===== src/flash_seq_map.svh =====
// Constants for the embedded flash sequencer: geometry and timing counts.
// Assumes a 100 MHz system clock; included by bare name.
`ifndef FLASH_SEQ_MAP_SVH
`define FLASH_SEQ_MAP_SVH

`define BANK_BYTES 4096
`define ROW_BYTES 32
`define ROW_ADDR_BITS 5
`define PROG_CYCLES 209440
`define ERASE_CYCLES 8175360
`define READ_CYCLES 3
`define NUM_SECTORS_MAX 32
`define ERASED_BYTE 8'h00

`endif


===== src/flash_seq_pkg.sv =====
// Types for the embedded flash sequencer.
// Assumes nothing beyond the constants header.
package flash_seq_pkg;
    typedef enum logic [1:0] {
        op_none,
        op_program,
        op_erase
    } op_e;
endpackage : flash_seq_pkg


===== src/embedded_flash_sequencer.sv =====
// Flash sequencer: ECC reads, row programming, sector erase with abort.
// Assumes the array model sits behind the array ports and takes one
// request per cycle; the agent keeps wear and reprogramming limits.
//
// Summary of operation
// - Array is two or four 4-Kbyte banks; exactly one is the data bank.
// - Programming writes one whole 32-byte program_row.
// - Erase clears whole sectors only, never smaller regions.
// - Erase takes one sector or several sectors in parallel.
// - Erased cells read back as zero.
// - A read returns one byte within three cpu_clock_period cycles.
// - Program operation takes 209440 system clocks.
// - Sector erase takes 8175360 system clocks unless aborted.
// - Read path corrects any single-bit error on the fly.
// - Program and erase run in background under own timing.
// - An erase in progress may be aborted early.
`timescale 1ns/1ns
`include "flash_seq_map.svh"

module embedded_flash_sequencer #(
    parameter int NUM_BANKS = 2,
    parameter int SECTOR_BITS = 16,
    parameter int ADDR_BITS = 14,
    parameter int PROG_CYCLES = `PROG_CYCLES,
    parameter int ERASE_CYCLES = `ERASE_CYCLES
) (
    // Clock and reset
    input wire logic clk,
    input wire logic reset_n,
    // Read request from the processor
    input wire logic rd_req,
    input wire logic [ADDR_BITS-1:0] rd_addr,
    output logic rd_ack,
    output logic [7:0] rd_data,
    output logic rd_corrected,
    // Program request: one 32-byte row
    input wire logic prog_req,
    input wire logic [ADDR_BITS-1:0] prog_addr,
    input wire logic [8*`ROW_BYTES-1:0] prog_data,
    // Erase request: sector mask, any number of sectors at once
    input wire logic erase_req,
    input wire logic [SECTOR_BITS-1:0] erase_sectors,
    input wire logic erase_abort,
    // Status
    output logic busy,
    output logic op_done,
    output logic op_aborted,
    // Array side
    output logic arr_rd_en,
    output logic [ADDR_BITS-1:0] arr_rd_addr,
    input wire logic [12:0] arr_rd_word,
    output logic arr_prog_en,
    output logic [ADDR_BITS-1:0] arr_prog_addr,
    output logic [8*`ROW_BYTES-1:0] arr_prog_data,
    output logic arr_erase_en,
    output logic [SECTOR_BITS-1:0] arr_erase_sectors
);
    // Only two or four banks exist; other counts fall back to a legal
    // layout. Exactly one bank is the data bank, the rest hold code.
    localparam int BANKS_USED = (NUM_BANKS > 2) ? 4 : 2;

    localparam int CNT_BITS = 24;
    localparam logic [CNT_BITS-1:0] PROG_LAST = CNT_BITS'(PROG_CYCLES - 1);
    localparam logic [CNT_BITS-1:0] ERASE_LAST = CNT_BITS'(ERASE_CYCLES - 1);

    // Read path steps: latch address, strobe array, decode and answer
    typedef enum logic [1:0] {
        rd_idle,
        rd_access,
        rd_decode
    } rd_step_e;

    flash_seq_pkg::op_e op_r;
    flash_seq_pkg::op_e op_nxt;
    logic [CNT_BITS-1:0] cnt_r;
    logic [CNT_BITS-1:0] cnt_nxt;
    rd_step_e rd_step_r;
    rd_step_e rd_step_nxt;
    logic [ADDR_BITS-1:0] rd_addr_r;
    logic [ADDR_BITS-1:0] row_addr_r;
    logic [8*`ROW_BYTES-1:0] row_data_r;
    logic [SECTOR_BITS-1:0] sect_r;

    // Row address: low bits forced to zero so a whole row is written
    wire [ADDR_BITS-1:0] row_base =
        {prog_addr[ADDR_BITS-1:`ROW_ADDR_BITS], `ROW_ADDR_BITS'(0)};
    wire idle = (op_r == flash_seq_pkg::op_none);
    wire start_prog = idle && prog_req;
    // Program wins a tie so a pending row is never lost to an erase;
    // an empty mask would erase less than a sector, so it is ignored
    wire start_erase = idle && !prog_req && erase_req &&
        (erase_sectors != '0);
    wire last_cycle = (op_r == flash_seq_pkg::op_program) ?
        (cnt_r == PROG_LAST) : (cnt_r == ERASE_LAST);
    // Abort only touches an erase; a program always runs to its end
    wire abort_now =
        (op_r == flash_seq_pkg::op_erase) && erase_abort;
    wire finish = !idle && last_cycle && !abort_now;

    // Hamming(12,8) with overall parity: word = {p_all, code[11:0]}
    // Bit 12 is carried but not used, so double errors go unflagged
    wire [11:0] cw = arr_rd_word[11:0];
    wire [3:0] syn;
    assign syn[0] = cw[0] ^ cw[2] ^ cw[4] ^ cw[6] ^ cw[8] ^ cw[10];
    assign syn[1] = cw[1] ^ cw[2] ^ cw[5] ^ cw[6] ^ cw[9] ^ cw[10];
    assign syn[2] = cw[3] ^ cw[4] ^ cw[5] ^ cw[6] ^ cw[11];
    assign syn[3] = cw[7] ^ cw[8] ^ cw[9] ^ cw[10] ^ cw[11];
    // Position p (1-based) maps to cw[p-1]; flip that bit
    // Syndromes past position 12 shift the one out, so nothing flips
    wire [11:0] flip = (syn == 4'h0) ? 12'h000 :
        12'(12'h001 << (syn - 4'h1));
    wire [11:0] fixed = cw ^ flip;
    // All-zero codeword is valid, so erased cells read as zero
    wire [7:0] fixed_byte =
        {fixed[11], fixed[10], fixed[9], fixed[8],
         fixed[6], fixed[5], fixed[4], fixed[2]};
    wire fixed_any = (syn != 4'h0);

    // Read path runs beside program and erase, so the cpu never stalls
    always_comb begin
        rd_step_nxt = rd_step_r;
        unique case (rd_step_r)
            rd_idle: begin
                if (rd_req) begin
                    rd_step_nxt = rd_access;
                end
            end
            rd_access: begin
                rd_step_nxt = rd_decode;
            end
            rd_decode: begin
                rd_step_nxt = rd_idle;
            end
            default: begin
                rd_step_nxt = rd_idle;
            end
        endcase
    end

    wire rd_take = (rd_step_r == rd_idle) && rd_req;
    wire rd_answer = (rd_step_r == rd_decode);

    always_ff @(posedge clk or negedge reset_n) begin
        if (!reset_n) begin
            rd_step_r <= rd_idle;
        end else begin
            rd_step_r <= rd_step_nxt;
        end
    end

    // Address held for the whole access so the array sees it settle
    always_ff @(posedge clk or negedge reset_n) begin
        if (!reset_n) begin
            rd_addr_r <= '0;
        end else if (rd_take) begin
            rd_addr_r <= rd_addr;
        end
    end

    // Answer registers: data and flag hold until the next answer
    always_ff @(posedge clk or negedge reset_n) begin
        if (!reset_n) begin
            rd_ack <= 1'b0;
            rd_data <= 8'h00;
            rd_corrected <= 1'b0;
        end else begin
            rd_ack <= rd_answer;
            if (rd_answer) begin
                rd_data <= fixed_byte;
                rd_corrected <= fixed_any;
            end
        end
    end

    assign arr_rd_en = (rd_step_r == rd_access);
    assign arr_rd_addr = rd_addr_r;

    // Background sequencer for program and erase
    always_comb begin
        op_nxt = op_r;
        cnt_nxt = cnt_r;
        if (start_prog) begin
            op_nxt = flash_seq_pkg::op_program;
            cnt_nxt = '0;
        end else if (start_erase) begin
            op_nxt = flash_seq_pkg::op_erase;
            cnt_nxt = '0;
        end else if (finish || abort_now) begin
            op_nxt = flash_seq_pkg::op_none;
            cnt_nxt = '0;
        end else if (!idle) begin
            cnt_nxt = cnt_r + CNT_BITS'(1);
        end
    end

    always_ff @(posedge clk or negedge reset_n) begin
        if (!reset_n) begin
            op_r <= flash_seq_pkg::op_none;
            cnt_r <= '0;
        end else begin
            op_r <= op_nxt;
            cnt_r <= cnt_nxt;
        end
    end

    // Row and sector mask latched at the start and held for the run
    always_ff @(posedge clk or negedge reset_n) begin
        if (!reset_n) begin
            row_addr_r <= '0;
            row_data_r <= '0;
            sect_r <= '0;
        end else if (start_prog) begin
            row_addr_r <= row_base;
            row_data_r <= prog_data;
        end else if (start_erase) begin
            sect_r <= erase_sectors;
        end
    end

    // One-cycle completion pulses; an abort never also reports done
    always_ff @(posedge clk or negedge reset_n) begin
        if (!reset_n) begin
            op_done <= 1'b0;
            op_aborted <= 1'b0;
        end else begin
            op_done <= finish;
            op_aborted <= abort_now;
        end
    end

    assign busy = !idle;
    assign arr_prog_en = (op_r == flash_seq_pkg::op_program);
    assign arr_prog_addr = row_addr_r;
    assign arr_prog_data = row_data_r;
    assign arr_erase_en = (op_r == flash_seq_pkg::op_erase);
    assign arr_erase_sectors = sect_r;

endmodule : embedded_flash_sequencer


===== config.mk =====
export PLATFORM = sky130hd
export DESIGN_NAME = embedded_flash_sequencer
export DESIGN_NICKNAME = d
export VERILOG_FILES = /design/src/flash_seq_pkg.sv /design/src/embedded_flash_sequencer.sv
export VERILOG_INCLUDE_DIRS = /design/src
export SDC_FILE = /design/constraint.sdc
export NUM_CORES = 1
export LEC_CHECK = 0
export BUFFER_PORTS_ARGS = -buffer_cell sky130_fd_sc_hd__buf_2
export CORE_AREA = 2 2 244 246
export DETAILED_ROUTE_END_ITERATION = 7
export DIE_AREA = 0 0 246 248
export HOLD_SLACK_MARGIN = 0.03
export PLACE_DENSITY = 0.53
export SYNTH_ARGS = -nofsm -noshare
export SYNTH_HDL_FRONTEND = slang
export SYNTH_SLANG_ARGS = --single-unit

===== constraint.sdc =====
create_clock -name clk -period 2.48 [get_ports clk]
set_input_delay 0.248 -clock clk [delete_from_list [all_inputs] [get_ports clk]]
set_output_delay 0.248 -clock clk [all_outputs]
set_load 0.02 [all_outputs]

; ---- After elaboration in Yosys (flattened, before gate mapping)
; Cells that the tools add are included.
[classes]
add_sub_neg = 2
eq_ne = 8
shift = 1
muxes = 11
bitwise = 20
n_reduce_logical = 19
[ops]
columns = operator, n
row1 = 2-to-1 mux 24 bit, 4
row2 = adder 24 x 1 -> 24 bit (second input constant), 1
row3 = == test 24 x 18 -> 1 bit (second input constant), 1
row4 = == test 24 x 23 -> 1 bit (second input constant), 1
row5 = XOR 1 bit, 18
row6 = nonzero test 16 bit, 1
row7 = 2-to-1 mux 12 bit, 1
row8 = << shifter 1 x 4 -> 12 bit (first input constant), 1
row9 = XOR 12 bit, 1
row10 = logical AND 1 bit, 8
row11 = 2-to-1 mux 2 bit, 4
row12 = == test 2 x 1 -> 1 bit (second input constant), 2
row13 = == test 2 bit (second input constant), 2
row14 = zero test 2 bit, 2
row15 = zero test 4 bit, 1
row16 = inequality test 4 x 1 -> 1 bit (second input constant), 1
row17 = one-hot mux 2 bit (2 select lines), 1
row18 = nonzero test 4 bit, 1
row19 = subtractor 4 x 1 -> 4 bit (second input constant), 1
row20 = zero test 1 bit, 3
row21 = nonzero test 3 bit, 1
row22 = inequality test 2 bit (second input constant), 1
row23 = AND reduction 2 bit, 1
row24 = logical OR 1 bit, 1
row25 = 2 further kinds, 2
[word_totals]
regBits = 335
word_cells = 73

; ---- Logic depth before layout (Yosys ltp)
; Gate-level depths: netlist (run 1).
[logic_depth]
ltp_word = 9
ltp_mapped = 7
mapped_depth_nobuf = 6

; ---- Worst setup path after synthesis (run 1)
; OpenSTA, ideal clock, no wires.
[synth_timing]
path_type = flip-flop to flip-flop
start = reg cnt_r[14]
end = reg cnt_r[19]
setup_time_ns = 0.119
arrival_ns = 1.714
t_required_ns = 2.361
path_slack_ns = 0.648
stages_incl_launch_ff = 7
path_buffers = 1
period_less_slack_ns = 1.832
cell_sequence = dfrtp_1 > or4b_1 > nor4_1 > o221ai_1 > nand3_2 > buf_6 > nor2_1
[synth_via]
elab_chain_len = 8
elab_cells_between_ends = 12
cone_classes = add/sub (1) / eq/ne (3) / mux (5) / reduce/logical (3)
[synth_lines]
columns = element, line
row1 = "start, declared", embedded_flash_sequencer.sv:75  ; logic [CNT_BITS-1:0] cnt_r;
row2 = "start signal, assigned", embedded_flash_sequencer.sv:202  ; cnt_r <= cnt_nxt;
row3 = "parallel branches: the longest is 8 deep, another holds adder 24 x 1 -> 24 bit", n/a
; Parallel ways; which one is timed is not known. The select of a mux whose other input is x is not followed.
; A chain may end at the register's enable or synchronous reset.

; ---- Final worst setup path (run 1)
[layout_timing]
start = reg cnt_r[0]
end = reg cnt_r[16]
; Same word-level chain as after synthesis.

==> impl_metrics.json, run 1 <==
{
  "status": "complete, no violations",
  "port_buffers": 623,
  "core_area_um2": 58500,
  "clock-sinks": 335,
  "cts.path.max_buffers": 3,
  "grt_usage": 0.146,
  "cts_tree": "built",
  "synth.area.mux_share": 0.0259,
  "p_per_area_nw_per_um2": 1140,
  "syn_area_um2": 13400,
  "synthSimpleGateAreaFrac": 0.269,
  "setup-tns-final_ns": 0,
  "grt_overflow": 0,
  "synthTopCellsByCount": "820 x nand2_1, 335 x dfrtp_1, 65 x clkbuf_1",
  "row_count": 89,
  "synth_fa_ha_area_frac": 0.000933,
  "holdWs_ns": 0.0656,
  "rr_worst_depth": 6,
  "synth_most_common_cell": "nand2_1",
  "dp_hpwl_um": 32100,
  "htree_num_levels": 2,
  "hold_class": "input pin to register",
  "synth_top_family_by_area": "simple AND/OR/NAND/NOR gates",
  "synth-edff-count": 0,
  "relSlewSlack": 0.550,
  "antenna_cells": 0,
  "crit_path_end_kind": "register",
  "clock.fmax_ghz": 0.436,
  "async_flop_share": 1.00,
  "layout-drive-gt1-share": 0.321,
  "drv_cap": 0,
  "yosysWarnings": 0,
  "io_pins": 635,
  "start_kind": "register",
  "setup.worst_path.class": "register to register",
  "die_h_um": 248,
  "num-nets-final": 2683,
  "period_share": 0.924,
  "hold_violations": 0,
  "syn_to_final_growth_pct": 63.6,
  "grt_max_degree": 104,
  "grt_antenna_before_repair": 0,
  "ys_seq_elements": 335,
  "cts-hold-fix-buffers": 302,
  "drv_slew": 0,
  "initial_core_util": 0.229,
  "fillCellCount": 5753,
  "seq_area_frac_synth": 0.625,
  "period_minus_slack_ns": 2.29,
  "synthCells": 1434,
  "worst_pin_slew_ns": 0.668,
  "dieArea_um2": 61000,
  "clk_pin_slew_ns": 0.06,
  "vias_per_cell": 4.17,
  "critPathMaxFanout": 5,
  "synth_xor_area_frac": 0.0301,
  "required_ns": 2.93,
  "worstPathArrival_ns": 2.74,
  "cellLeakagePower_nw": 11.8,
  "cts_buffers": 39,
  "ys_types": 52,
  "first_global_vias": 13400,
  "grt_pass1_wl_um": 71500,
  "post_cts.repair.setup_buffers": 0,
  "synth_top_area_frac": 0.625,
  "fp.dieW_um": 246,
  "ir_worst_vdd_v": 0.000584,
  "avgSynthCellArea_um2": 9.35,
  "yosysTopAreaCell": "dfrtp_1",
  "synthFlopType": "dfrtp_1",
  "hold-path-cell-count": 3,
  "synth_compound_area_frac": 0.0234,
  "utilization": 0.375,
  "vias": 13200,
  "worstSkewPairLatency_ns": 0.54,
  "rsz0062_at_grt": "no",
  "cts_resized": 0,
  "drt_pass1_iterations": 5,
  "drc": 0,
  "ant_nets": 0,
  "place_congestion": 0.869,
  "root_buffer": "clkbuf_16",
  "setup_viol": 0,
  "routedWlPerCell_um": 14.8,
  "drt-initial-drc-count": 542,
  "synthTopCellsByArea": "dfrtp_1 63%, nand2_1 23%, mux2_2 2.5%",
  "wl_um": 46700,
  "fin_skew_ns": 0.0145
}
-- area by class of cell --
class	count	area, µm²	area share
multi-input cells	1022	4720	0.215
inverters	7	26.3	0.00120
repair buffers	958	6560	0.299
clock buffers	55	1180	0.0537
flip-flops and latches	335	8380	0.382
clock inverters	13	100	0.00456
well taps	773	967	0.0441
-- report_power, final --
group / total (mW) / leakage (nW) / switching (mW) / internal [mW]
sequential: 9.06 / 4.20 / 1.28 / 7.78
clock: 5.69 / 0.640 / 2.28 / 3.41
combinational: 10.2 / 6.98 / 6.69 / 3.49
-- cell families (layout without fill, tap and decap cells) --
family / Yosys count / in the layout
simple gates: 904 / 904
flops: 335 / 335
buf+inv: 81 / 1033
compound gates: 47 / 47
xor+xnor: 34 / 34
mux: 31 / 31
fa+ha+maj: 1 / 1
other cells: 1 / 5
-- critical path, cell delays in order, from the launching register on --
cell and delay [ns]:
dfrtp_1 0.40, ha_1 0.24, nand4_1 0.17, nor4_1 0.64
o21ai_0 0.26, or3_1 0.35, a21oi_1 0.15
-- sequential cells by signal, indices dropped and copies added, names as in the netlist --
name / cells
arr_erase_sectors: 16
arr_prog_addr: 9
arr_prog_data: 256
arr_rd_addr: 14
cnt_r: 24
op_aborted: 1
op_done: 1
op_r: 2
rd_ack: 1
rd_corrected: 1
rd_data: 8
rd_step_r: 2
-- placed cells by master, fill, tap and decap left out, drive strengths merged, types with 3 or more instances in the layout --
master	netlist	final
nand4	7	7
or4	4	4
xnor2	12	12
nand2	820	820
nor2b	3	3
inv	7	9
nand3	9	9
conb	1	5
dlygate4sd3	0	302
nor4	11	11
dfrtp	335	335
buf	9	656
nor2	26	26
mux2	30	30
xor2	17	17
xnor3	4	4
o211ai	7	7
a21oi	7	7
a31oi	4	4
clkbuf	65	55
or3	3	3
and4	3	3
o21ai	15	15
clkinv	0	9
o2111ai	7	7
-- routing by layer --
metal | routed length (µm) | share of wire | global-route usage
met5 | 0 | 0 | 0
met4 | 1610 | 0.034 | 0.0585
met3 | 3010 | 0.064 | 0.0344
met2 | 23800 | 0.51 | 0.262
met1 | 18300 | 0.39 | 0.167
-- stage by stage --
| stage | instance area, µm² | power, mW | cells | setup slack (ns) |
|---|---|---|---|---|
| 6_report | 21900 | 24.9 | 3163 | 0.188 |
| 5_1_grt | 21900 | 26.6 | 3163 | 0.0251 |
| 4_1_cts | 21900 | 25.2 | 3163 | 0.251 |
| 3_5_place_dp | 17600 | 18.9 | 2793 | 0.252 |
| 3_3_place_gp | 17600 | 18.8 | 2793 | 0.326 |
| 2_1_floorplan | 13400 | 14.8 | 1438 | 0.648 |
-- final timing paths --
path                                   start                 end  slack, ns
setup / recovery                    cnt_r[0]           cnt_r[16]       0.19
hold / removal               arr_rd_word[11]          rd_data[7]       0.07
setup reg to reg                    cnt_r[0]           cnt_r[16]       0.19
hold reg to reg            arr_prog_data[36]   arr_prog_data[36]       0.47
max in group asynchronous            reset_n   arr_prog_addr[13]       1.36
min in group asynchronous            reset_n  arr_prog_data[144]       0.26
Power figures use the tool's default switching activity.
==> inputs of run 2 (changes only) <==
--- a/config.mk
+++ b/config.mk
@@ -12,6 +12,7 @@
 export DIE_AREA = 0 0 246 248
 export HOLD_SLACK_MARGIN = 0.03
 export PLACE_DENSITY = 0.53
+export SKIP_CTS_REPAIR_TIMING = 1
 export SYNTH_ARGS = -nofsm -noshare
 export SYNTH_HDL_FRONTEND = slang
 export SYNTH_SLANG_ARGS = --single-unit
==> constraint.sdc (replaced) <==
create_clock -name clk -period 2.48 [get_ports clk]
set_input_delay 0.496 -clock clk [delete_from_list [all_inputs] [get_ports clk]]
set_output_delay 0.496 -clock clk [all_outputs]
set_load 0.02 [all_outputs]
==> impl_metrics.json, run 2 (synthesis results as in run 1) <==
{
  "ir_worst_vdd_v": 0.000619,
  "fin_cells": 2880,
  "grt_pass1_wl_um": 66200,
  "die_h_um": 248,
  "hold_violations": 0,
  "cp_top_family": "buffers and inverters",
  "core_area_um2": 58500,
  "total_power_mw": 24.8,
  "r2r_start": "op_r[1]",
  "wl_um": 43800,
  "setup_viol": 0,
  "antenna_cells": 0,
  "drv_cap": 0,
  "period_share": 0.940,
  "required_ns": 1.98,
  "initial_core_util": 0.229,
  "postLayoutCellArea_um2": 19100,
  "cts_buffers": 40,
  "hold_class": "input pin to register",
  "setup.worst_path.class": "register to primary output",
  "hold-path-cell-count": 3,
  "cts.path.max_buffers": 3,
  "dieArea_um2": 61000,
  "relSlewSlack": 0.579,
  "crit_path_end_kind": "primary output",
  "final_cell_mix": "819 x nand2_1, 622 x buf_2, 335 x dfrtp_1",
  "vias": 11900,
  "place_congestion": 0.880,
  "root_buffer": "clkbuf_16",
  "start_kind": "register",
  "fp.dieW_um": 246,
  "num-nets-final": 2397,
  "layout-drive-gt1-share": 0.372,
  "drt_pass1_iterations": 5,
  "htree_num_levels": 2,
  "vias_per_cell": 4.14,
  "routedWlPerCell_um": 15.2,
  "drv_slew": 0,
  "port_buffers": 623,
  "first_global_vias": 11900,
  "rr_worst_depth": 5,
  "grt_usage": 0.137,
  "fin_skew_ns": 0.00879,
  "wl_met1_um": 17500,
  "dpl-instance-area_um2": 17700,
  "ant_nets": 0,
  "placedCellCount": 2807,
  "critPathMaxFanout": 10,
  "grt_antenna_before_repair": 0,
  "setup_slack_ns": 0.149,
  "rrSetupSlack_ns": 0.35,
  "hp-start": "prog_data[117]",
  "holdWs_ns": 0.139,
  "hold_path_end": "arr_prog_data[117]",
  "r2r_end": "cnt_r[0]",
  "p_per_area_nw_per_um2": 1300,
  "worstSkewPairLatency_ns": 0.54,
  "clock-sinks": 335,
  "final_common_cell": "nand2_1",
  "largest_reg_flops": 256,
  "rsz0062_at_grt": "no",
  "grt_max_degree": 104,
  "row_count": 89,
  "path_cells": "nor2_2, inv_1, buf_4, buf_2",
  "setup-tns-final_ns": 0,
  "cts_tree": "built",
  "crit_buf_inv": 3,
  "period_minus_slack_ns": 2.33,
  "dr_wl_met2_um": 21800,
  "crit_slowest_cell": "dfrtp_1",
  "crit_path_max_incr_delay_ns": 0.43,
  "dp_hpwl_um": 32900,
  "dr_wl_met3_um": 3230,
  "cellLeakagePower_nw": 10.6,
  "worst_pin_slew_ns": 0.632,
  "drt-initial-drc-count": 451,
  "status": "complete, no violations",
  "utilization": 0.326,
  "io_pins": 635,
  "highest_layer": "met4",
  "syn_to_final_growth_pct": 42.2,
  "clk_pin_slew_ns": 0.06,
  "pre_cts_slack_ns": 0.111,
  "worstPathArrival_ns": 1.83,
  "drc": 0,
  "grt_overflow": 0,
  "clock.fmax_ghz": 0.429
}
==> run 2: changes by cell type in the layout (fill, tap and decap cells not counted), moves of 2 or more <==
cell | previous run | this run
buf_4 | 20 | 37
clkinvlp_4 | 1 | 3
buf_12 | 13 | 10
clkbuf_1 | 4 | 7
bufinv_16 | 1 | 5
dlygate4sd3_1 | 302 | 1
clkbuf_8 | 10 | 4
==> run 2: cell type report <==
cell class              count  area [µm²]
fillers                  6174       39400
clock inverters            20         244
multi-input cells        1022        4720
inverters                   7        26.3
clock buffers              52        1110
well taps                 773         967
flip-flops and latches    335        8380
repair buffers            671        3620
==> run 2: how the worst max path moves through the flow <==
stage                                start                     to  depth (start not counted)
after floorplan           erase_sectors[2]  arr_erase_sectors[10]                          5
after global placement    erase_sectors[2]               cnt_r[0]                          7
final                              op_r[0]                   busy                          4
after detailed placement  erase_sectors[2]               cnt_r[0]                          7
after global routing               op_r[1]                   busy                          4
after CTS                          op_r[0]                   busy                          4
==> run 2: worst reg2reg max path, delay by kind of cell, from the launching register on <==
family,cells,cell delay (ns)
AO/OA/AOI/OAI,2,0.78
AND/OR/NAND/NOR,3,0.82
flip-flops,1,0.41
==> run 2: report_power, final <==
part           switching [mW]  internal [mW]
Sequential               1.24           7.78
Clock                    2.37           3.68
Combinational            6.54           3.22
Total                    10.2           14.7
==> run 2: metal layers <==
layer	vias up	track usage
met5	-	0
met4	0	0.0481
met1	5660	0.160
met3	71	0.0384
li1	5780	-
met2	408	0.240
==> inputs of run 3 (changes only) <==
--- a/config.mk
+++ b/config.mk
@@ -6,10 +6,11 @@
 export SDC_FILE = /design/constraint.sdc
 export NUM_CORES = 1
 export LEC_CHECK = 0
+export ABC_AREA = 1
 export BUFFER_PORTS_ARGS = -buffer_cell sky130_fd_sc_hd__buf_2
-export CORE_AREA = 2 2 244 246
+export CORE_AREA = 2 2 247 249
 export DETAILED_ROUTE_END_ITERATION = 7
-export DIE_AREA = 0 0 246 248
+export DIE_AREA = 0 0 249 251
 export HOLD_SLACK_MARGIN = 0.03
 export PLACE_DENSITY = 0.53
 export SKIP_CTS_REPAIR_TIMING = 1
==> impl_metrics.json, run 3 <==
{
  "status": "complete, no violations",
  "ir_worst_vdd_v": 0.000760,
  "core_area_um2": 59800,
  "synth_most_common_cell": "dfrtp_1",
  "final_common_cell": "buf_2",
  "synthFlopType": "dfrtp_1",
  "p_int_mw": 16.0,
  "fillCellCount": 6150,
  "synth_top_area_frac": 0.613,
  "setup_viol": 0,
  "initial_core_util": 0.229,
  "p_per_area_nw_per_um2": 1370,
  "grt_overflow": 0,
  "first_global_vias": 11500,
  "largest_reg_flops": 256,
  "num-nets-final": 2097,
  "grt_antenna_before_repair": 5,
  "worstSkewPairLatency_ns": 0.54,
  "drv_slew": 0,
  "crit_path_end_kind": "primary output",
  "final_cell_mix": "622 x buf_2, 335 x dfrtp_1, 265 x mux2_2",
  "cellLeakagePower_nw": 9.66,
  "power_frac_clock": 0.225,
  "drt-initial-drc-count": 477,
  "grt_max_degree": 67,
  "yosysWarnings": 0,
  "drt_pass1_iterations": 5,
  "drv_cap": 0,
  "ys_types": 33,
  "placedCellCount": 2515,
  "ant_nets": 0,
  "row_count": 90,
  "dpl-instance-area_um2": 17800,
  "clk_pin_slew_ns": 0.06,
  "p_switching_mw": 10.3,
  "setup-tns-final_ns": 0,
  "worst_pin_slew_ns": 0.513,
  "total_power_mw": 26.2,
  "dieArea_um2": 62500,
  "postLayoutCellArea_um2": 19200,
  "async_flop_share": 1.00,
  "fin_skew_ns": 0.0205,
  "setup_slack_ns": 0.405,
  "path_cells": "nor2_4, inv_1, buf_2",
  "synthTopCellsByArea": "dfrtp_1 61%, mux2_2 22%, nand2_1 6.7%",
  "crit_slowest_cell": "dfrtp_1",
  "syn_to_final_growth_pct": 40.3,
  "swShare": 0.391,
  "avgSynthCellArea_um2": 12.1,
  "fp.dieW_um": 249,
  "seq_power_share": 0.356,
  "layout-drive-gt1-share": 0.548,
  "crit_path_max_incr_delay_ns": 0.43,
  "io_pins": 635,
  "vias_per_cell": 4.15,
  "required_ns": 1.98,
  "root_buffer": "clkbuf_16",
  "hold_class": "input pin to register",
  "cts.path.max_buffers": 3,
  "fin_cells": 2591,
  "clock.fmax_ghz": 0.482,
  "yosysTopAreaCell": "dfrtp_1",
  "period_minus_slack_ns": 2.07,
  "rsz0062_at_grt": "no",
  "critPathMaxFanout": 8,
  "htree_num_levels": 2,
  "drc": 0,
  "vias": 10700,
  "place_congestion": 0.892,
  "hold_violations": 0,
  "combinationalPowerShare": 0.418,
  "setup.worst_path.class": "register to primary output",
  "dp_hpwl_um": 34500,
  "cts_buffers": 41,
  "ys_seq_elements": 335,
  "seq_area_frac_synth": 0.613,
  "synthCells": 1126,
  "start_kind": "register",
  "wl_um": 44300,
  "synth-edff-count": 0,
  "cts_tree": "built",
  "die_h_um": 251,
  "relSlewSlack": 0.658,
  "grt_pass1_wl_um": 67900,
  "syn_area_um2": 13700,
  "worstPathArrival_ns": 1.58,
  "routedWlPerCell_um": 17.1,
  "period_share": 0.837,
  "synthTopCellsByCount": "335 x dfrtp_1, 265 x mux2_2, 244 x nand2_1",
  "pre_cts_slack_ns": 0.198,
  "port_buffers": 623,
  "grt_usage": 0.139,
  "clock-sinks": 335
}
run 3: logic make-up (layout without fill, tap and decap cells):
| kind of cell | after synthesis | after routing | synth area share |
|---|---|---|---|
| XOR/XNOR | 7 | 7 | 0.00448 |
| flip-flops | 335 | 335 | 0.613 |
| AO/OA/AOI/OAI | 29 | 29 | 0.0120 |
| multiplexers | 265 | 265 | 0.218 |
| buffers and inverters | 112 | 788 | 0.0364 |
| AND/OR/NAND/NOR | 376 | 376 | 0.115 |
| other | 1 | 8 | 0.000274 |
| adder cells (fa/ha/maj) | 1 | 1 | 0.000915 |
run 3: power groups by stage:
stage                     combinational (mW)  sequential [mW]  clock (mW)
after floorplan                         3.76             12.3           0
final                                   11.0             9.34        5.90
after detailed placement                11.2             9.39           0
after global placement                  11.0             9.30           0
after global routing                    11.7             9.67        6.35
after CTS                               11.2             9.35        6.11
run 3: cell type report:
cell class	instances	area, µm²	area share
flip-flops and latches	335	8380	0.437
diodes	3	7.51	0.000391
inverters	68	255	0.0133
clock inverters	12	106	0.00554
multi-input cells	683	4820	0.251
clock buffers	60	1230	0.0640
well taps	782	978	0.0510
repair buffers	648	3410	0.178
run 3: metal layers:
layer | share of wire | up-vias | track usage | routed length, µm
met5 | 0 | - | 0 | 0
met1 | 0.39 | 5343 | 0.163 | 17400
met4 | 0.028 | 0 | 0.0485 | 1240
li1 | - | 5021 | - | -
met3 | 0.058 | 60 | 0.0333 | 2570
met2 | 0.52 | 323 | 0.247 | 23000
run 3: critical path, delay by kind of cell, from the launching register on:
| kind | cells | cell delay [ns] |
|---|---|---|
| buffers and inverters | 2 | 0.32 |
| AND/OR/NAND/NOR | 1 | 0.29 |
| flip-flops | 1 | 0.43 |
run 3: through the flow:
step / hold slack (ns) / utilization
floorplan: 0.200 / -
global placement: 0.458 / 0.298
detailed placement: 0.461 / 0.298
CTS: -0.144 / 0.321
global route: 0.144 / 0.321
finish: 0.157 / 0.321
run 3: final timing paths:
check,from,end,slack (ns),cells past startpoint
min in group asynchronous,reset_n,arr_prog_data[92],0.45,2
min reg2reg,arr_rd_addr[5],arr_rd_addr[5],0.48,2
max in group asynchronous,reset_n,arr_prog_addr[13],1.24,3
min,rd_addr[7],arr_rd_addr[7],0.16,3
max reg2reg,op_r[0],cnt_r[17],0.44,9
max,op_r[0],busy,0.41,3
